<file path="config.mk">
export PLATFORM = sky130hd
export DESIGN_NAME = serial_rx_event_flags
export DESIGN_NICKNAME = d
export VERILOG_FILES = /design/src/pkg/serial_rx_pkg.sv /design/src/pkg/rx_line_if.sv /design/src/logic/rx_edge_detect.sv /design/src/logic/rx_run_counter.sv /design/src/logic/serial_rx_event_flags.sv
export VERILOG_INCLUDE_DIRS = /design/src /design/src/pkg
export SDC_FILE = /design/constraint.sdc
export NUM_CORES = 1
export LEC_CHECK = 0
export BUFFER_PORTS_ARGS = -buffer_cell sky130_fd_sc_hd__buf_4
export CAP_MARGIN = 30
export CELL_PAD_IN_SITES_DETAIL_PLACEMENT = 1
export CELL_PAD_IN_SITES_GLOBAL_PLACEMENT = 1
export CORE_MARGIN = 1
export CORE_UTILIZATION = 48
export CTS_CLUSTER_SIZE = 16
export DETAILED_ROUTE_END_ITERATION = 8
export PLACE_DENSITY = 0.83
export RECOVER_POWER = 50
export SLEW_MARGIN = 25
export SYNTH_ARGS = -nofsm -noshare
export SYNTH_HDL_FRONTEND = slang
export SYNTH_SLANG_ARGS = --single-unit
</file>
<file path="constraint.sdc">
create_clock -name CLK -period 4.3 [get_ports CLK]
set_clock_uncertainty 0.05 [all_clocks]
set_input_delay 0.43 -clock CLK [delete_from_list [all_inputs] [get_ports CLK]]
set_output_delay 0.43 -clock CLK [all_outputs]
set_load 0.005 [all_outputs]
</file>
<file path="src/pkg/serial_rx_cfg.svh">
/*
  Constants for the receive event-flag block: register offsets, field
  positions, reset values and bit-time counts.
  Assumes byte-wide registers on a three-bit address.
*/
`ifndef SERIAL_RX_CFG_SVH
`define SERIAL_RX_CFG_SVH

// register byte offsets
`define OFS_STATUS_TWO 3'h0
`define OFS_RX_CONTROL 3'h1
`define OFS_IRQ_MASK 3'h2
`define OFS_DIV_LOW 3'h3
`define OFS_DIV_HIGH 3'h4

// serial_status_two fields
`define BIT_BREAK_FLAG 7
`define BIT_EDGE_FLAG 6
`define BIT_RX_INVERT 4
`define BIT_LONG_BREAK 1
`define BIT_RX_ACTIVE 0

// rx_control fields
`define BIT_LIN_ENABLE 0
`define BIT_NINE_BIT 1

// reset values
`define RST_IRQ_MASK 8'h00
`define RST_BIT_DIV 16'h0010

// bit-time counts
`define BREAK_BASE_BITS 4'ha
`define CHAR_BASE_BITS 4'ha

`endif

</file>
<file path="src/pkg/serial_rx_pkg.sv">
/*
  Types of the receive event-flag block.
  Assumes the constants in serial_rx_cfg.svh.
*/
`default_nettype none

package serial_rx_pkg;

  // receiver activity as seen by the active flag
  typedef enum logic {
    LINE_IDLE,
    LINE_ACTIVE
  } rx_state_t;

  // whole state of the top module
  typedef struct packed {
    rx_state_t st;
    logic brk_flag;
    logic edge_flag;
    logic invert;
    logic long_brk;
    logic lin_en;
    logic nine_bit;
    logic brk_done;
    logic [7:0] mask;
    logic [15:0] div;
    logic [7:0] rdata;
    logic irq;
  } evf_state_t;

  // state of one run-length counter
  typedef struct packed {
    logic [15:0] phase;
    logic [3:0] bits;
    logic half;
  } run_state_t;

  // state of the edge detector
  typedef struct packed {
    logic prev;
    logic fall;
  } edge_state_t;

endpackage

`default_nettype wire

</file>
<file path="src/pkg/rx_line_if.sv">
/*
  Carrier for the normalised receive line and the bit divisor.
  Assumes one clock shared by all users.
*/
`default_nettype none

interface rx_line_if;
  logic rx_norm;
  logic [15:0] div;
  modport drive (output rx_norm, output div);
  modport sense (input rx_norm, input div);
endinterface

`default_nettype wire

</file>
<file path="src/logic/rx_edge_detect.sv">
/*
  Falling-edge detector on the normalised receive line.
  Assumes the line is already synchronous and already polarity corrected.
*/
`default_nettype none

module rx_edge_detect (
  input wire logic clk,
  input wire logic rst,
  rx_line_if.sense line,
  output logic fall
);
  serial_rx_pkg::edge_state_t s_ff;
  serial_rx_pkg::edge_state_t nxt_s;

  // idle level is high, so no edge is reported straight after reset
  always_comb begin
    nxt_s = s_ff;
    nxt_s.prev = line.rx_norm;
    nxt_s.fall = s_ff.prev & ~line.rx_norm;
  end

  always_ff @(posedge clk or posedge rst) begin
    if (rst) begin
      s_ff <= '{prev: 1'b1, fall: 1'b0};
    end else begin
      s_ff <= nxt_s;
    end
  end

  assign fall = s_ff.fall;

  a_fall_one_cycle: assert property (@(posedge clk) disable iff (rst)
    fall |=> !fall)
    else $error("edge pulse longer than one cycle");
endmodule // rx_edge_detect

`default_nettype wire

</file>
<file path="src/logic/rx_run_counter.sv">
/*
  Counts whole bit times while the normalised line holds LEVEL, and pulses
  at the middle of the first bit time.
  Assumes the divisor is at least three and stable while the line is busy.
*/
`default_nettype none

module rx_run_counter #(
  parameter logic LEVEL = 1'b0
) (
  input wire logic clk,
  input wire logic rst,
  rx_line_if.sense line,
  output logic [3:0] bits,
  output logic half
);
  serial_rx_pkg::run_state_t s_ff;
  serial_rx_pkg::run_state_t nxt_s;

  // any change of level restarts the run; bit count saturates at 15
  always_comb begin
    nxt_s = s_ff;
    nxt_s.half = 1'b0;
    if (line.rx_norm != LEVEL) begin
      nxt_s.phase = 16'h0000;
      nxt_s.bits = 4'h0;
    end else if (s_ff.phase == line.div - 16'h0001) begin
      nxt_s.phase = 16'h0000;
      if (s_ff.bits != 4'hf) begin
        nxt_s.bits = s_ff.bits + 4'h1;
      end
    end else begin
      nxt_s.phase = s_ff.phase + 16'h0001;
      nxt_s.half = (s_ff.bits == 4'h0) && (s_ff.phase == {1'b0, line.div[15:1]});
    end
  end

  always_ff @(posedge clk or posedge rst) begin
    if (rst) begin
      s_ff <= '0;
    end else begin
      s_ff <= nxt_s;
    end
  end

  assign bits = s_ff.bits;
  assign half = s_ff.half;
endmodule // rx_run_counter

`default_nettype wire

</file>
<file path="src/logic/serial_rx_event_flags.sv">
/*
  Receive event flags of an asynchronous serial receiver: break-detect and
  receive-edge flags (write one to clear), receiver-active flag, polarity
  inversion, long-break select, interrupt mask and a byte register port.
  Assumes RXD is already synchronous to CLK and that the bus master keeps
  read and write strobes one cycle long and never together.
*/
// Design decisions made here: the address-and-strobe port and the address map.
//
// Contract
// [RULE1] break flag sets on break while enabled
// [RULE2] writing one clears break flag
// [RULE3] active receive edge sets edge flag
// [RULE4] edge falls normally, rises when inverted
// [RULE5] writing one clears edge flag
// [RULE6] status two has one read-only flag
// [RULE7] break length 10/11, plus one long; inhibit
// [RULE8] active flag: start bit sets, idle clears
// [RULE9] inversion applies to every receive use
// [RULE10] writing zero leaves a flag unchanged
`default_nettype none
`include "serial_rx_cfg.svh"

module serial_rx_event_flags (
  input wire logic CLK,
  input wire logic RST,
  input wire logic [2:0] ADDR,
  input wire logic [7:0] WDATA,
  input wire logic WR,
  input wire logic RD,
  output logic [7:0] RDATA,
  input wire logic RXD,
  output logic RX_ACTIVE,
  output logic FLAG_INHIBIT,
  output logic IRQ
);
  serial_rx_pkg::evf_state_t s_ff;
  serial_rx_pkg::evf_state_t nxt_s;

  rx_line_if line ();

  logic edge_pulse;
  logic [3:0] low_bits;
  logic [3:0] high_bits;
  logic low_half;
  logic [3:0] brk_thr;
  logic [3:0] char_len;
  logic brk_event;
  logic wr_status;
  logic wr_ctrl;
  logic wr_mask;
  logic wr_div_lo;
  logic wr_div_hi;
  logic [7:0] status_view;

  // one inversion point feeds edge, start, break and idle logic alike
  assign line.rx_norm = RXD ^ s_ff.invert; // see [RULE9]
  assign line.div = s_ff.div;

  // edge of the corrected line: falling when plain, rising when inverted
  rx_edge_detect u_edge (
    .clk(CLK),
    .rst(RST),
    .line(line),
    .fall(edge_pulse) // see [RULE4]
  );

  // run of zeros: start-bit check and break length
  rx_run_counter #(
    .LEVEL(1'b0)
  ) u_low_run (
    .clk(CLK),
    .rst(RST),
    .line(line),
    .bits(low_bits),
    .half(low_half)
  );

  // run of ones: idle-line length
  rx_run_counter #(
    .LEVEL(1'b1)
  ) u_high_run (
    .clk(CLK),
    .rst(RST),
    .line(line),
    .bits(high_bits),
    .half()
  );

  // thresholds in bit times; nine-bit adds one to both, long-break adds one to the break threshold only
  assign brk_thr = `BREAK_BASE_BITS + {3'h0, s_ff.nine_bit} + {3'h0, s_ff.long_brk}; // see [RULE7]
  assign char_len = `CHAR_BASE_BITS + {3'h0, s_ff.nine_bit};

  // a break is reported once per low run, as soon as it is long enough
  assign brk_event = (low_bits == brk_thr) && !s_ff.brk_done; // see [RULE7]

  // address decode
  assign wr_status = WR && (ADDR == `OFS_STATUS_TWO);
  assign wr_ctrl = WR && (ADDR == `OFS_RX_CONTROL);
  assign wr_mask = WR && (ADDR == `OFS_IRQ_MASK);
  assign wr_div_lo = WR && (ADDR == `OFS_DIV_LOW);
  assign wr_div_hi = WR && (ADDR == `OFS_DIV_HIGH);

  // status two as software sees it; bits 5, 3 and 2 read zero
  always_comb begin
    status_view = 8'h00;
    status_view[`BIT_BREAK_FLAG] = s_ff.brk_flag;
    status_view[`BIT_EDGE_FLAG] = s_ff.edge_flag;
    status_view[`BIT_RX_INVERT] = s_ff.invert;
    status_view[`BIT_LONG_BREAK] = s_ff.long_brk;
    status_view[`BIT_RX_ACTIVE] = (s_ff.st == serial_rx_pkg::LINE_ACTIVE); // see [RULE6]
  end

  // next state: flags, receiver activity, registers and read data
  always_comb begin
    nxt_s = s_ff;

    // set wins over a clear in the same cycle; a zero written is ignored
    nxt_s.brk_flag = (brk_event && s_ff.lin_en) // see [RULE1]
      || (s_ff.brk_flag && !(wr_status && WDATA[`BIT_BREAK_FLAG])); // see [RULE2] [RULE10]
    nxt_s.edge_flag = edge_pulse // see [RULE3]
      || (s_ff.edge_flag && !(wr_status && WDATA[`BIT_EDGE_FLAG])); // see [RULE5] [RULE10]

    // the guard re-arms only once the line has gone high again
    if (brk_event) begin
      nxt_s.brk_done = 1'b1;
    end else if (low_bits == 4'h0) begin
      nxt_s.brk_done = 1'b0;
    end

    // active flag follows the receiver, never the bus
    unique case (s_ff.st)
      serial_rx_pkg::LINE_IDLE: begin
        if (low_half) begin
          nxt_s.st = serial_rx_pkg::LINE_ACTIVE; // see [RULE8]
        end
      end
      serial_rx_pkg::LINE_ACTIVE: begin
        if (high_bits >= char_len) begin
          nxt_s.st = serial_rx_pkg::LINE_IDLE; // see [RULE8]
        end
      end
    endcase

    // writable fields of status two; the active flag has no write path
    if (wr_status) begin
      nxt_s.invert = WDATA[`BIT_RX_INVERT];
      nxt_s.long_brk = WDATA[`BIT_LONG_BREAK];
    end
    if (wr_ctrl) begin
      nxt_s.lin_en = WDATA[`BIT_LIN_ENABLE];
      nxt_s.nine_bit = WDATA[`BIT_NINE_BIT];
    end
    if (wr_mask) begin
      nxt_s.mask = WDATA & 8'hc0;
    end
    if (wr_div_lo) begin
      nxt_s.div[7:0] = WDATA;
    end
    if (wr_div_hi) begin
      nxt_s.div[15:8] = WDATA;
    end

    // read data stand for one cycle only; unmapped offsets read zero
    nxt_s.rdata = 8'h00;
    if (RD) begin
      unique case (ADDR)
        `OFS_STATUS_TWO: nxt_s.rdata = status_view;
        `OFS_RX_CONTROL: nxt_s.rdata = {6'h00, s_ff.nine_bit, s_ff.lin_en};
        `OFS_IRQ_MASK: nxt_s.rdata = s_ff.mask;
        `OFS_DIV_LOW: nxt_s.rdata = s_ff.div[7:0];
        `OFS_DIV_HIGH: nxt_s.rdata = s_ff.div[15:8];
        default: nxt_s.rdata = 8'h00;
      endcase
    end

    // interrupt from the next flag values, so it tracks them exactly
    nxt_s.irq = |({nxt_s.brk_flag, nxt_s.edge_flag, 6'h00} & nxt_s.mask);
  end

  // state register
  always_ff @(posedge CLK or posedge RST) begin
    if (RST) begin
      s_ff <= '{
        st: serial_rx_pkg::LINE_IDLE,
        brk_flag: 1'b0,
        edge_flag: 1'b0,
        invert: 1'b0,
        long_brk: 1'b0,
        lin_en: 1'b0,
        nine_bit: 1'b0,
        brk_done: 1'b0,
        mask: `RST_IRQ_MASK,
        div: `RST_BIT_DIV,
        rdata: 8'h00,
        irq: 1'b0
      };
    end else begin
      s_ff <= nxt_s;
    end
  end

  // outputs, all from flip-flops
  assign RDATA = s_ff.rdata;
  assign RX_ACTIVE = (s_ff.st == serial_rx_pkg::LINE_ACTIVE);
  assign FLAG_INHIBIT = s_ff.long_brk; // see [RULE7]
  assign IRQ = s_ff.irq;

  // break flag rises only when detection was enabled
  a_break_needs_enable: assert property (@(posedge CLK) disable iff (RST) // see [RULE1]
    $rose(s_ff.brk_flag) |-> $past(s_ff.lin_en) && $past(brk_event))
    else $error("break flag set without enabled break detection");

  // a one written clears the break flag when no break arrives
  a_break_w1c: assert property (@(posedge CLK) disable iff (RST) // see [RULE2]
    (wr_status && WDATA[7] && !(brk_event && s_ff.lin_en)) |=> !s_ff.brk_flag)
    else $error("break flag not cleared by write of one");

  // every active edge sets the edge flag
  a_edge_sets_flag: assert property (@(posedge CLK) disable iff (RST) // see [RULE3]
    edge_pulse |=> s_ff.edge_flag)
    else $error("edge flag missed an active edge");

  // the edge seen matches the polarity setting
  a_edge_polarity: assert property (@(posedge CLK) disable iff (RST) // see [RULE4]
    (edge_pulse && $stable(s_ff.invert)) |->
      ($past(RXD, 1) == s_ff.invert) && ($past(RXD, 2) != s_ff.invert))
    else $error("edge reported on the wrong polarity");

  // a one written clears the edge flag when no edge arrives
  a_edge_w1c: assert property (@(posedge CLK) disable iff (RST) // see [RULE5]
    (wr_status && WDATA[6] && !edge_pulse) |=> !s_ff.edge_flag)
    else $error("edge flag not cleared by write of one");

  // writes never move the active flag
  a_active_read_only: assert property (@(posedge CLK) disable iff (RST) // see [RULE6]
    (wr_status && !low_half && !(high_bits >= char_len)) |=> $stable(RX_ACTIVE))
    else $error("active flag changed by a register write");

  // a break is taken exactly at its threshold length
  a_break_length: assert property (@(posedge CLK) disable iff (RST) // see [RULE7]
    $rose(s_ff.brk_done) |-> $past(low_bits) == (4'ha + {3'h0, $past(s_ff.nine_bit)}
      + {3'h0, $past(s_ff.long_brk)}))
    else $error("break taken at the wrong length");

  // a valid start bit raises the active flag
  a_start_sets_active: assert property (@(posedge CLK) disable iff (RST) // see [RULE8]
    (low_half && !RX_ACTIVE) |=> RX_ACTIVE)
    else $error("start bit did not set the active flag");

  // an idle character time drops the active flag
  a_idle_clears_active: assert property (@(posedge CLK) disable iff (RST) // see [RULE8]
    (RX_ACTIVE && high_bits >= char_len) |=> !RX_ACTIVE)
    else $error("idle line did not clear the active flag");

  // inverted line counts highs as lows for break purposes
  a_invert_break: assert property (@(posedge CLK) disable iff (RST) // see [RULE9]
    (low_bits != 4'h0) |-> $past(RXD) == $past(s_ff.invert))
    else $error("low run counted on a line that was high");

  // a zero written keeps a set break flag
  a_zero_keeps_flag: assert property (@(posedge CLK) disable iff (RST) // see [RULE10]
    (wr_status && !WDATA[7] && s_ff.brk_flag) |=> s_ff.brk_flag)
    else $error("break flag lost on a write of zero");

  // interrupt equals the unmasked flags in every cycle, with no lag behind them
  a_irq_tracks: assert property (@(posedge CLK) disable iff (RST)
    IRQ == |({s_ff.brk_flag, s_ff.edge_flag} & s_ff.mask[7:6]))
    else $error("interrupt output disagrees with flags and mask");

  // an edge flag only rises from a seen edge, so a clear sticks until the next one
  a_edge_needs_cause: assert property (@(posedge CLK) disable iff (RST) // see [RULE5]
    $rose(s_ff.edge_flag) |-> $past(edge_pulse))
    else $error("edge flag set without an active edge");

  // a zero written keeps a set edge flag
  a_zero_keeps_edge: assert property (@(posedge CLK) disable iff (RST) // see [RULE10]
    (wr_status && !WDATA[`BIT_EDGE_FLAG] && s_ff.edge_flag) |=> s_ff.edge_flag)
    else $error("edge flag lost on a write of zero");

  // long-break select written to status two drives the inhibit output
  a_inhibit_follows: assert property (@(posedge CLK) disable iff (RST) // see [RULE7]
    wr_status |=> FLAG_INHIBIT == $past(WDATA[`BIT_LONG_BREAK]))
    else $error("inhibit output does not follow the long-break bit");

  // polarity bit written to status two takes effect on the next cycle
  a_invert_write: assert property (@(posedge CLK) disable iff (RST) // see [RULE9]
    wr_status |=> s_ff.invert == $past(WDATA[`BIT_RX_INVERT]))
    else $error("polarity bit not taken from the write");

  // without a start bit an idle receiver stays idle
  a_idle_holds: assert property (@(posedge CLK) disable iff (RST) // see [RULE8]
    (!RX_ACTIVE && !low_half) |=> !RX_ACTIVE)
    else $error("active flag set without a start bit");

  // read data stand only in the cycle after a read strobe
  a_rdata_idle: assert property (@(posedge CLK) disable iff (RST)
    !$past(RD) |-> RDATA == 8'h00)
    else $error("read data present without a read strobe");

  // unmapped offsets read zero
  a_unmapped_zero: assert property (@(posedge CLK) disable iff (RST)
    (RD && ADDR > `OFS_DIV_HIGH) |=> RDATA == 8'h00)
    else $error("unmapped offset returned nonzero data");
endmodule // serial_rx_event_flags

`default_nettype wire

</file>
==> results of run 1 <==
state kept, by name (all words and copies together), names as in the netlist:
signal / count
FLAG_INHIBIT: 1
IRQ: 1
RDATA: 8
RX_ACTIVE: 1
line.div: 16
s_ff: 8
u_edge.fall: 1
u_edge.s_ff: 1
u_high_run.bits: 4
u_high_run.s_ff: 16
u_low_run.bits: 4
u_low_run.half: 1
u_low_run.s_ff: 16
cell usage in the layout, fill, tap and decap left out, drive strengths merged, types with 2 or more instances in the layout:
| cell type | n |
|---|---|
| xnor3 | 3 |
| a311oi | 3 |
| or3b | 3 |
| clkinv | 3 |
| a22oi | 7 |
| nor2 | 54 |
| mux2 | 24 |
| clkinvlp | 3 |
| ha | 8 |
| dfstp | 2 |
| mux2i | 4 |
| nand2b | 6 |
| nor4 | 12 |
| xor2 | 32 |
| a211oi | 2 |
| nand3 | 31 |
| o31ai | 6 |
| and3 | 12 |
| a31oi | 7 |
| buf | 32 |
| a21oi | 16 |
| nand4 | 9 |
| nor3 | 10 |
| o211ai | 3 |
| xnor2 | 38 |
| clkbuf | 15 |
| a21o | 7 |
| dfrtp | 76 |
| nor2b | 12 |
| or3 | 7 |
| or2 | 2 |
| o21ai | 17 |
| inv | 12 |
| nand2 | 23 |
| and2 | 8 |
| a22o | 3 |
| or4 | 7 |
cells by family after synthesis:
group	Yosys count	share of synthesized area, %
simple gates	200	21.3
compound gates	84	11.5
xor+xnor	73	13.6
fa+ha+maj	8	1.99
buf+inv	58	6.50
mux	28	6.18
flops	78	38.9
cell type report:
class / count / area (µm²) / area share [%]
Clock buffer: 11 / 141 / 2.63
Clock inverter: 5 / 58.8 / 1.09
Inverter: 14 / 53.8 / 1.00
Multi-Input combinational cell: 393 / 2740 / 51.0
Sequential cell: 78 / 1950 / 36.4
Tap cell: 133 / 166 / 3.10
Timing Repair Buffer: 36 / 260 / 4.84
per-layer routing:
layer | GRT usage [%] | up-vias | part of all wire (%)
li1 | - | 1868 | -
met1 | 36.9 | 2117 | 41
met2 | 46.4 | 185 | 48
met3 | 5.89 | 50 | 6.8
met4 | 14.4 | 0 | 3.3
met5 | 0 | - | 0
power by group through the flow:
stage	clock network [mW]	logic, mW	registers (mW)
3_5_place_dp	0	0.640	0.990
6_report	0.568	0.655	0.981
2_1_floorplan	0	0.548	0.885
4_1_cts	0.577	0.649	0.977
3_3_place_gp	0	0.600	0.980
5_1_grt	0.601	0.702	0.994
per-stage QoR:
step                setup WS (ns)  instance area [µm²]  util [%]  hold WS [ns]
floorplan                    1.13                 5020         -         0.374
global placement            0.803                 5190      52.1         0.420
detailed placement          0.717                 5190      52.1         0.424
CTS                         0.678                 5390      54.1        0.0550
global route                0.448                 5380      54.0         0.239
finish                      0.596                 5380      54.0         0.246
critical path, cell delays in order, from the launching register on:
cell	delay (ns)
dfrtp_1	0.53
or4_4	0.68
or4_1	0.53
a32o_1	0.25
a2111oi_2	0.47
and2_1	0.33
a21o_1	0.57
nor2_1	0.13
final timing paths:
path	endpoint	cells after the start	slack, ns
max in group asynchronous	u_high_run.s_ff[10]	3	2.13
min in group asynchronous	line.div[2]	2	0.32
max	u_low_run.s_ff[10]	7	0.60
min reg2reg	s_ff[33]	1	0.45
min	line.div[2]	2	0.25
max reg2reg	u_low_run.s_ff[10]	7	0.60
==> flow_results.xml, run 1 <==
<?xml version="1.0" encoding="UTF-8"?>
<metrics>
  <group name="run_status">
    <metric name="outcome" unit="">finished, final reports clean</metric>
  </group>
  <group name="die">
    <metric name="die_w" unit="µm">104</metric>
    <metric name="row_count" unit="">36</metric>
    <metric name="fp.coreArea" unit="µm²">9950</metric>
    <metric name="floorplan.io_pins" unit="">27</metric>
    <metric name="dieHeight" unit="µm">104</metric>
    <metric name="start_util" unit="%">50.5</metric>
    <metric name="die_outline_area" unit="µm²">10900</metric>
  </group>
  <group name="worst_hold_path">
    <metric name="hold_path.startpoint" unit="">WDATA[2]</metric>
    <metric name="holdCritPathClass" unit="">in -&gt; reg</metric>
  </group>
  <group name="clock_tree">
    <metric name="clock_transition_at_the_registers_of_the_reported_paths" unit="ns">0.09</metric>
    <metric name="cts-root-buf" unit="">clkbuf_8</metric>
    <metric name="cts_resized" unit="">0</metric>
    <metric name="clock_sinks" unit="">78</metric>
    <metric name="cts.htree.levels" unit="">3</metric>
    <metric name="hold_fix_buffer_count_after_cts" unit="">0</metric>
    <metric name="clock_path_buffers" unit="">2</metric>
    <metric name="cts.repair_timing.setup_buffer_count" unit="">0</metric>
    <metric name="numCtsBuffers" unit="">9</metric>
    <metric name="cts_tree" unit="">done</metric>
    <metric name="clk_latency" unit="ns">0.37</metric>
  </group>
  <group name="finish">
    <metric name="finalNonFillerCells" unit="">670</metric>
    <metric name="nets" unit="">556</metric>
    <metric name="antennaDiodeCount" unit="">0</metric>
    <metric name="layout-area-overhead-vs-synth" unit="%">7.05</metric>
    <metric name="nFillCells" unit="">1142</metric>
    <metric name="share_of_post_route_cells_with_drive_strength_above_1" unit="%">16.9</metric>
  </group>
  <group name="global_routing">
    <metric name="vias_in_the_first_global_route" unit="">4384</metric>
    <metric name="grt_max_degree" unit="">48</metric>
    <metric name="track_usage" unit="%">28.9</metric>
    <metric name="grt_first_pass_wirelength" unit="µm">24100</metric>
    <metric name="global_route.overflow_total" unit="">0</metric>
    <metric name="antenna_found_initial" unit="">0</metric>
  </group>
  <group name="synth">
    <metric name="flip_flop_cell_with_the_highest_count_after_synthesis" unit="">dfrtp_1</metric>
    <metric name="seq_area_frac_synth" unit="%">38.9</metric>
    <metric name="ys_top_cells_by_area" unit="">dfrtp_1, xnor2_1, xor2_1</metric>
    <metric name="ys.warnings.count" unit="">0</metric>
    <metric name="synthCells" unit="">529</metric>
    <metric name="synth.lib_cells_used.distinct" unit="">67</metric>
    <metric name="yosys-top-cells-count" unit="">dfrtp_1, nor2_1, xnor2_1, xor2_1, nand3_1</metric>
    <metric name="synthesis.area_per_instance" unit="µm²">9.49</metric>
    <metric name="post-synth-top-count-cell" unit="">dfrtp_1</metric>
    <metric name="yosysTopAreaCellShare" unit="%">37.9</metric>
    <metric name="post_synth_edffs" unit="">0</metric>
    <metric name="synth_top_cell_by_area" unit="">dfrtp_1</metric>
    <metric name="synth-async-reset-ratio" unit="%">100</metric>
    <metric name="synth_nets" unit="">553</metric>
    <metric name="syn_area" unit="µm²">5020</metric>
    <metric name="synth.ff_latch_count" unit="">78</metric>
  </group>
  <group name="sta">
    <metric name="hold_violations" unit="">0</metric>
    <metric name="worst-slew-pin-transition" unit="ns">1.38</metric>
    <metric name="timing.setup.tns" unit="ns">0</metric>
    <metric name="clock_period_minus_final_worst_setup_slack" unit="ns">3.70</metric>
    <metric name="grt_setup_unrepaired" unit="">no</metric>
    <metric name="finalSetupViolations" unit="">0</metric>
    <metric name="finalCritPeriodShare" unit="%">86.1</metric>
    <metric name="timing.slew.headroom" unit="%">7.37</metric>
    <metric name="max_freq" unit="MHz">270</metric>
    <metric name="final_max_slew_viol_count" unit="">0</metric>
  </group>
  <group name="setup_path">
    <metric name="timing.rr.start" unit="">line.div[5]</metric>
    <metric name="critPathLaunchType" unit="">flip-flop</metric>
    <metric name="worst_ep_arrival_time" unit="ns">3.88</metric>
    <metric name="cp-end-kind" unit="">flip-flop</metric>
    <metric name="cp_max_fo" unit="">17</metric>
    <metric name="cp_data_required_time" unit="ns">4.47</metric>
    <metric name="crit_path_start" unit="">line.div[5]</metric>
    <metric name="critPathKind" unit="">reg -&gt; reg</metric>
  </group>
  <group name="pwr">
    <metric name="seqPwrFrac" unit="%">44.5</metric>
    <metric name="fin_total_pwr" unit="mW">2.20</metric>
    <metric name="comb_power_share" unit="%">29.7</metric>
    <metric name="cellPowerDensity" unit="nW/µm²">410</metric>
    <metric name="vdd.ir_drop.worst" unit="mV">0.262</metric>
    <metric name="pwr-share-clk" unit="%">25.8</metric>
    <metric name="cellLeakagePower" unit="nW">2.23</metric>
    <metric name="intPower" unit="mW">1.38</metric>
    <metric name="total_switching_power" unit="mW">0.822</metric>
    <metric name="p_sw_share" unit="%">37.3</metric>
  </group>
  <group name="detailed_routing">
    <metric name="number_of_drc_markers_after_the_initial_detailed_route_iteration" unit="">376</metric>
    <metric name="detail-route-antenna-nets" unit="">0</metric>
    <metric name="vias_post_dr" unit="">4220</metric>
    <metric name="drc" unit="">0</metric>
    <metric name="avgViaCountPerCell" unit="">6.30</metric>
    <metric name="routed_wl" unit="µm">15000</metric>
    <metric name="dr.pass1.iters" unit="">5</metric>
    <metric name="route.detailed.wl_per_inst" unit="µm">22.4</metric>
  </group>
  <group name="placement">
    <metric name="placedCellCount" unit="">654</metric>
    <metric name="gp_congestion" unit="">0.897</metric>
    <metric name="place.port_buffers" unit="">26</metric>
    <metric name="detailed_place_hpwl" unit="µm">10900</metric>
  </group>
  <group name="job">
    <metric name="maxCapViolCount" unit="">0</metric>
  </group>
</metrics>
Note: power is estimated with default switching activity, not from simulation.
==> run 2: changes to the inputs <==
CORE_UTILIZATION = 50   (was 48)
CTS_BUF_LIST = sky130_fd_sc_hd__clkbuf_2 sky130_fd_sc_hd__clkbuf_4 sky130_fd_sc_hd__clkbuf_8   (was unset)
PLACE_DENSITY = 0.86   (was 0.83)
==> flow_results.xml, run 2 (synthesis gave the netlist of run 1 again) <==
<?xml version="1.0" encoding="UTF-8"?>
<metrics>
  <group name="pwr">
    <metric name="intPower" unit="mW">1.43</metric>
    <metric name="cellLeakagePower" unit="nW">2.23</metric>
    <metric name="seqPwrFrac" unit="%">44.0</metric>
    <metric name="p_sw_share" unit="%">36.3</metric>
    <metric name="total_switching_power" unit="mW">0.814</metric>
    <metric name="vdd.ir_drop.worst" unit="mV">0.192</metric>
    <metric name="pwr-share-clk" unit="%">27.1</metric>
    <metric name="comb_power_share" unit="%">28.9</metric>
    <metric name="cellPowerDensity" unit="nW/µm²">418</metric>
  </group>
  <group name="setup_path">
    <metric name="reg2regPathDepth" unit="">7</metric>
    <metric name="cp-end-kind" unit="">flip-flop</metric>
    <metric name="endpoint" unit="">u_low_run.s_ff[7]</metric>
    <metric name="r2r_slack" unit="ns">0.63</metric>
    <metric name="worst_ep_arrival_time" unit="ns">3.84</metric>
    <metric name="crit_path_start" unit="">line.div[5]</metric>
    <metric name="timing.rr.start" unit="">line.div[5]</metric>
    <metric name="critPathLaunchType" unit="">flip-flop</metric>
    <metric name="cp_data_required_time" unit="ns">4.47</metric>
    <metric name="r2r-end" unit="">u_low_run.s_ff[7]</metric>
    <metric name="cp_max_fo" unit="">17</metric>
    <metric name="critPathKind" unit="">reg -&gt; reg</metric>
  </group>
  <group name="detailed_routing">
    <metric name="dr.pass1.iters" unit="">5</metric>
    <metric name="route.detailed.wl_per_inst" unit="µm">22.0</metric>
    <metric name="drc" unit="">0</metric>
    <metric name="number_of_drc_markers_after_the_initial_detailed_route_iteration" unit="">276</metric>
    <metric name="vias_post_dr" unit="">4247</metric>
    <metric name="routed_wl" unit="µm">14700</metric>
    <metric name="avgViaCountPerCell" unit="">6.37</metric>
    <metric name="detail-route-antenna-nets" unit="">0</metric>
  </group>
  <group name="placement">
    <metric name="place.port_buffers" unit="">26</metric>
    <metric name="detailed_place_hpwl" unit="µm">10700</metric>
    <metric name="gp_congestion" unit="">0.909</metric>
  </group>
  <group name="clock_tree">
    <metric name="clock_sinks" unit="">78</metric>
    <metric name="cts.repair_timing.setup_buffer_count" unit="">0</metric>
    <metric name="clk_latency" unit="ns">0.37</metric>
    <metric name="clock_path_buffers" unit="">2</metric>
    <metric name="cts_tree" unit="">done</metric>
    <metric name="cts_resized" unit="">0</metric>
    <metric name="hold_fix_buffer_count_after_cts" unit="">0</metric>
    <metric name="cts.htree.levels" unit="">3</metric>
    <metric name="clock_transition_at_the_registers_of_the_reported_paths" unit="ns">0.08</metric>
    <metric name="numCtsBuffers" unit="">9</metric>
    <metric name="cts-root-buf" unit="">clkbuf_8</metric>
  </group>
  <group name="job">
    <metric name="maxCapViolCount" unit="">2</metric>
  </group>
  <group name="worst_hold_path">
    <metric name="holdCritPathClass" unit="">in -&gt; reg</metric>
  </group>
  <group name="sta">
    <metric name="fin_worst_hold_slack" unit="ns">0.267</metric>
    <metric name="clock_period_minus_final_worst_setup_slack" unit="ns">3.67</metric>
    <metric name="worst-slew-pin-transition" unit="ns">2.06</metric>
    <metric name="max_freq" unit="MHz">273</metric>
    <metric name="hold_violations" unit="">0</metric>
    <metric name="final_max_slew_viol_count" unit="">81</metric>
    <metric name="timing.slew.headroom" unit="%">-38.3</metric>
    <metric name="finalSetupViolations" unit="">0</metric>
    <metric name="grt_setup_unrepaired" unit="">no</metric>
    <metric name="timing.setup.tns" unit="ns">0</metric>
    <metric name="finalCritPeriodShare" unit="%">85.3</metric>
  </group>
  <group name="die">
    <metric name="row_count" unit="">36</metric>
    <metric name="dieHeight" unit="µm">102</metric>
    <metric name="die_w" unit="µm">102</metric>
    <metric name="start_util" unit="%">51.4</metric>
    <metric name="die_outline_area" unit="µm²">10400</metric>
    <metric name="fp.coreArea" unit="µm²">9770</metric>
    <metric name="floorplan.io_pins" unit="">27</metric>
  </group>
  <group name="finish">
    <metric name="antennaDiodeCount" unit="">0</metric>
    <metric name="total_area_of_multi_input_combinational_cells" unit="µm²">2740</metric>
    <metric name="sequential_cell_area" unit="µm²">1950</metric>
    <metric name="share_of_post_route_cells_with_drive_strength_above_1" unit="%">16.5</metric>
    <metric name="nets" unit="">554</metric>
    <metric name="most-common-layout-cells" unit="">dfrtp_1, nor2_1, xnor2_1, xor2_1, nand3_1</metric>
    <metric name="mostFrequentLayoutCell" unit="">dfrtp_1</metric>
    <metric name="layout-area-overhead-vs-synth" unit="%">6.95</metric>
    <metric name="nFillCells" unit="">1143</metric>
  </group>
  <group name="global_routing">
    <metric name="vias_in_the_first_global_route" unit="">4368</metric>
    <metric name="grt_first_pass_wirelength" unit="µm">22800</metric>
    <metric name="global_route.overflow_total" unit="">0</metric>
    <metric name="grt_max_degree" unit="">48</metric>
    <metric name="antenna_found_initial" unit="">0</metric>
    <metric name="track_usage" unit="%">29.4</metric>
  </group>
  <group name="run_status">
    <metric name="outcome" unit="">complete, but fails checks</metric>
    <metric name="violations_in_the_final_reports" unit="">capacitance limit, slew limit</metric>
  </group>
</metrics>
-- run 2: cell count changes in the layout (fill, tap and decap cells not counted) --
| cell | change |
|---|---|
| buf_4 | -3 |
| clkbuf_8 | -1 |
| clkbuf_4 | +3 |
| and2_1 | +1 |
| clkinv_4 | -1 |
| clkinvlp_4 | -1 |
| and2_0 | -1 |
| clkbuf_2 | -1 |
| bufinv_16 | +1 |
-- run 2: stage by stage --
stage	cell area, µm²	setup slack, ns	util, %	std cells	total power, mW
floorplan	5020	1.13	-	529	1.43
global placement	5170	0.844	52.9	652	1.57
detailed placement	5170	0.701	52.9	652	1.62
CTS	5380	0.686	55.1	667	2.23
global route	5370	0.472	55.0	667	2.33
finish	5370	0.631	55.0	667	2.24
-- run 2: routing by layer --
layer / vias up / wire length, µm / global-route usage, %
met5: - / 0 / 0
met1: 2136 / 5880 / 36.6
met2: 201 / 7100 / 47.4
met4: 0 / 611 / 16.4
li1: 1855 / - / -
met3: 55 / 1090 / 6.50
-- run 2: worst min path at each step --
stage | end | from | depth (start not counted) | slack, ns
after global routing | line.div[2] | WDATA[2] | 2 | 0.26
after detailed placement | u_edge.fall | u_edge.s_ff[1] | 1 | 0.46
final | line.div[4] | WDATA[4] | 2 | 0.27
after global placement | s_ff[33] | s_ff[33] | 1 | 0.42
after CTS | line.div[2] | WDATA[2] | 2 | 0.25
after floorplan | s_ff[38] | u_edge.fall | 1 | 0.37
-- run 2: power groups by stage --
stage	Sequential, mW	Combinational [mW]	Clock (mW)
2_1_floorplan	0.885	0.548	0
3_3_place_gp	0.983	0.591	0
3_5_place_dp	0.991	0.632	0
4_1_cts	0.980	0.638	0.617
5_1_grt	0.996	0.692	0.640
6_report	0.987	0.647	0.609
-- run 2: worst max-delay path, stage by stage (launching register included) --
cell and delay [ns]:
dfrtp_1 0.53, or4_4 0.68, or4_1 0.56, a32o_1 0.26, a2111oi_2 0.43, and2_1 0.33
a21o_1 0.56, nor2_1 0.12
-- run 2: cell type report --
type,count,share of cell area [%]
Inverter,14,1.00
Clock buffer,11,2.59
Sequential cell,78,36.4
Timing Repair Buffer,34,4.54
Clock inverter,4,1.35
Tap cell,133,3.10
Multi-Input combinational cell,393,51.0
==> run 3: changes to the inputs <==
CTS_CLUSTER_DIAMETER = 30   (was unset)
PLACE_DENSITY = unset   (was 0.86)
PLACE_DENSITY_LB_ADDON = 0.1   (was unset)
==> flow_results.xml, run 3 (synthesis gave the netlist of run 1 again) <==
<?xml version="1.0" encoding="UTF-8"?>
<metrics>
  <group name="global_routing">
    <metric name="antenna_found_initial" unit="">0</metric>
    <metric name="track_usage" unit="%">28.0</metric>
    <metric name="met2_track_demand_over_resource" unit="%">43.5</metric>
    <metric name="top_usage_layer" unit="">met2</metric>
    <metric name="gr-usage-met3" unit="%">4.86</metric>
    <metric name="groute.layer.met1.usage" unit="%">38.4</metric>
    <metric name="grt_max_degree" unit="">45</metric>
    <metric name="vias_in_the_first_global_route" unit="">3955</metric>
    <metric name="global_route.overflow_total" unit="">0</metric>
    <metric name="grt_first_pass_wirelength" unit="µm">21600</metric>
  </group>
  <group name="detailed_routing">
    <metric name="vias_post_dr" unit="">4062</metric>
    <metric name="dr.pass1.iters" unit="">5</metric>
    <metric name="avgViaCountPerCell" unit="">6.05</metric>
    <metric name="drc" unit="">0</metric>
    <metric name="routed_wl" unit="µm">13700</metric>
    <metric name="number_of_drc_markers_after_the_initial_detailed_route_iteration" unit="">228</metric>
    <metric name="detail-route-antenna-nets" unit="">0</metric>
    <metric name="route.detailed.wl_per_inst" unit="µm">20.5</metric>
  </group>
  <group name="pwr">
    <metric name="vdd.ir_drop.worst" unit="mV">0.217</metric>
    <metric name="cellLeakagePower" unit="nW">2.23</metric>
    <metric name="cellPowerDensity" unit="nW/µm²">399</metric>
  </group>
  <group name="finish">
    <metric name="share_of_post_route_cells_with_drive_strength_above_1" unit="%">17.3</metric>
    <metric name="nets" unit="">557</metric>
    <metric name="most-common-layout-cells" unit="">dfrtp_1, nor2_1, xnor2_1, buf_4, xor2_1</metric>
    <metric name="mostFrequentLayoutCell" unit="">dfrtp_1</metric>
    <metric name="antennaDiodeCount" unit="">0</metric>
    <metric name="layout-area-overhead-vs-synth" unit="%">6.90</metric>
    <metric name="area_of_all_placed_cells_without_fillers" unit="µm²">5370</metric>
  </group>
  <group name="clock_tree">
    <metric name="clk_latency" unit="ns">0.38</metric>
    <metric name="numCtsBuffers" unit="">9</metric>
    <metric name="cts.htree.levels" unit="">3</metric>
    <metric name="clock_transition_at_the_registers_of_the_reported_paths" unit="ns">0.10</metric>
    <metric name="cts_tree" unit="">done</metric>
    <metric name="cts.repair_timing.setup_buffer_count" unit="">0</metric>
    <metric name="cts_resized" unit="">0</metric>
    <metric name="hold_fix_buffer_count_after_cts" unit="">0</metric>
    <metric name="clock_sinks" unit="">78</metric>
    <metric name="clock_path_buffers" unit="">2</metric>
    <metric name="cts-root-buf" unit="">clkbuf_8</metric>
  </group>
  <group name="worst_hold_path">
    <metric name="hold_path.startpoint" unit="">WDATA[3]</metric>
    <metric name="holdCritPathClass" unit="">in -&gt; reg</metric>
  </group>
  <group name="setup_path">
    <metric name="critPathKind" unit="">reg -&gt; reg</metric>
    <metric name="worst_ep_arrival_time" unit="ns">3.78</metric>
    <metric name="cp-end-kind" unit="">flip-flop</metric>
    <metric name="crit_path_start" unit="">line.div[5]</metric>
    <metric name="timing.rr.start" unit="">line.div[5]</metric>
    <metric name="cp_data_required_time" unit="ns">4.48</metric>
    <metric name="critPathLaunchType" unit="">flip-flop</metric>
    <metric name="cp_max_fo" unit="">17</metric>
  </group>
  <group name="sta">
    <metric name="fin_worst_hold_slack" unit="ns">0.210</metric>
    <metric name="timing.slew.headroom" unit="%">-57.8</metric>
    <metric name="grt_setup_unrepaired" unit="">no</metric>
    <metric name="clock_period_minus_final_worst_setup_slack" unit="ns">3.61</metric>
    <metric name="timing.setup.tns" unit="ns">0</metric>
    <metric name="finalCritPeriodShare" unit="%">83.9</metric>
    <metric name="max_freq" unit="MHz">277</metric>
    <metric name="finalSetupViolations" unit="">0</metric>
    <metric name="final_max_slew_viol_count" unit="">81</metric>
    <metric name="hold_violations" unit="">0</metric>
    <metric name="worst-slew-pin-transition" unit="ns">2.37</metric>
  </group>
  <group name="placement">
    <metric name="gp_congestion" unit="">0.938</metric>
    <metric name="place.port_buffers" unit="">26</metric>
    <metric name="detailed_place_hpwl" unit="µm">10200</metric>
    <metric name="detailed_place.area" unit="µm²">5190</metric>
  </group>
  <group name="die">
    <metric name="dieHeight" unit="µm">102</metric>
    <metric name="fp.coreArea" unit="µm²">9770</metric>
    <metric name="row_count" unit="">36</metric>
    <metric name="start_util" unit="%">51.4</metric>
    <metric name="die_w" unit="µm">102</metric>
    <metric name="die_outline_area" unit="µm²">10400</metric>
    <metric name="floorplan.io_pins" unit="">27</metric>
  </group>
  <group name="run_status">
    <metric name="violations_in_the_final_reports" unit="">capacitance limit, slew limit</metric>
    <metric name="outcome" unit="">complete, but fails checks</metric>
  </group>
  <group name="job">
    <metric name="maxCapViolCount" unit="">2</metric>
  </group>
</metrics>
[run 3: metrics by stage]
stage          cells  setup WS [ns]  power (mW)  util [%]
4_1_cts          671          0.711        2.16      55.0
5_1_grt          671          0.310        2.25      54.9
3_3_place_gp     655          0.846        1.59      53.1
3_5_place_dp     655          0.717        1.62      53.1
2_1_floorplan    529           1.13        1.43         -
6_report         671          0.694        2.14      54.9
[run 3: critical path: stages (launching register included)]
cell and delay, ns:
dfrtp_1 0.54, or4_4 0.69, or4_1 0.54, a32o_1 0.24, a2111oi_2 0.39, and2_1 0.29, a21o_1 0.55, nor2_1 0.15
[run 3: worst paths after layout]
| check | end | slack [ns] | cells after the start |
|---|---|---|---|
| worst min register to register | s_ff[38] | 0.43 | 1 |
| max in group asynchronous | u_high_run.s_ff[9] | 1.01 | 3 |
| min in group asynchronous | line.div[0] | 0.37 | 2 |
| worst min-delay path | line.div[11] | 0.21 | 3 |
| worst max register to register | u_low_run.s_ff[17] | 0.69 | 7 |
| worst max-delay path | u_low_run.s_ff[17] | 0.69 | 7 |
[run 3: power by group]
group / switching, mW / total [mW] / leakage (nW) / internal (mW)
sequential: 0.164 / 0.980 / 1.02 / 0.816
combinational: 0.348 / 0.630 / 1.12 / 0.282
clock: 0.313 / 0.534 / 0.0863 / 0.221
total: 0.824 / 2.14 / 2.23 / 1.32
[run 3: cell type report]
type | instances | area, µm²
Sequential cell | 78 | 1950
Timing Repair Buffer | 37 | 267
Tap cell | 133 | 166
Clock inverter | 7 | 62.6
Inverter | 14 | 53.8
Multi-Input combinational cell | 393 | 2740
Clock buffer | 9 | 124
Fill cell | 1135 | 4410
[run 3: layer usage]
layer | wire length [µm] | share of wire (%)
met1 | 6320 | 46
met2 | 6360 | 46
met3 | 787 | 5.7
met4 | 286 | 2.1
met5 | 0 | 0
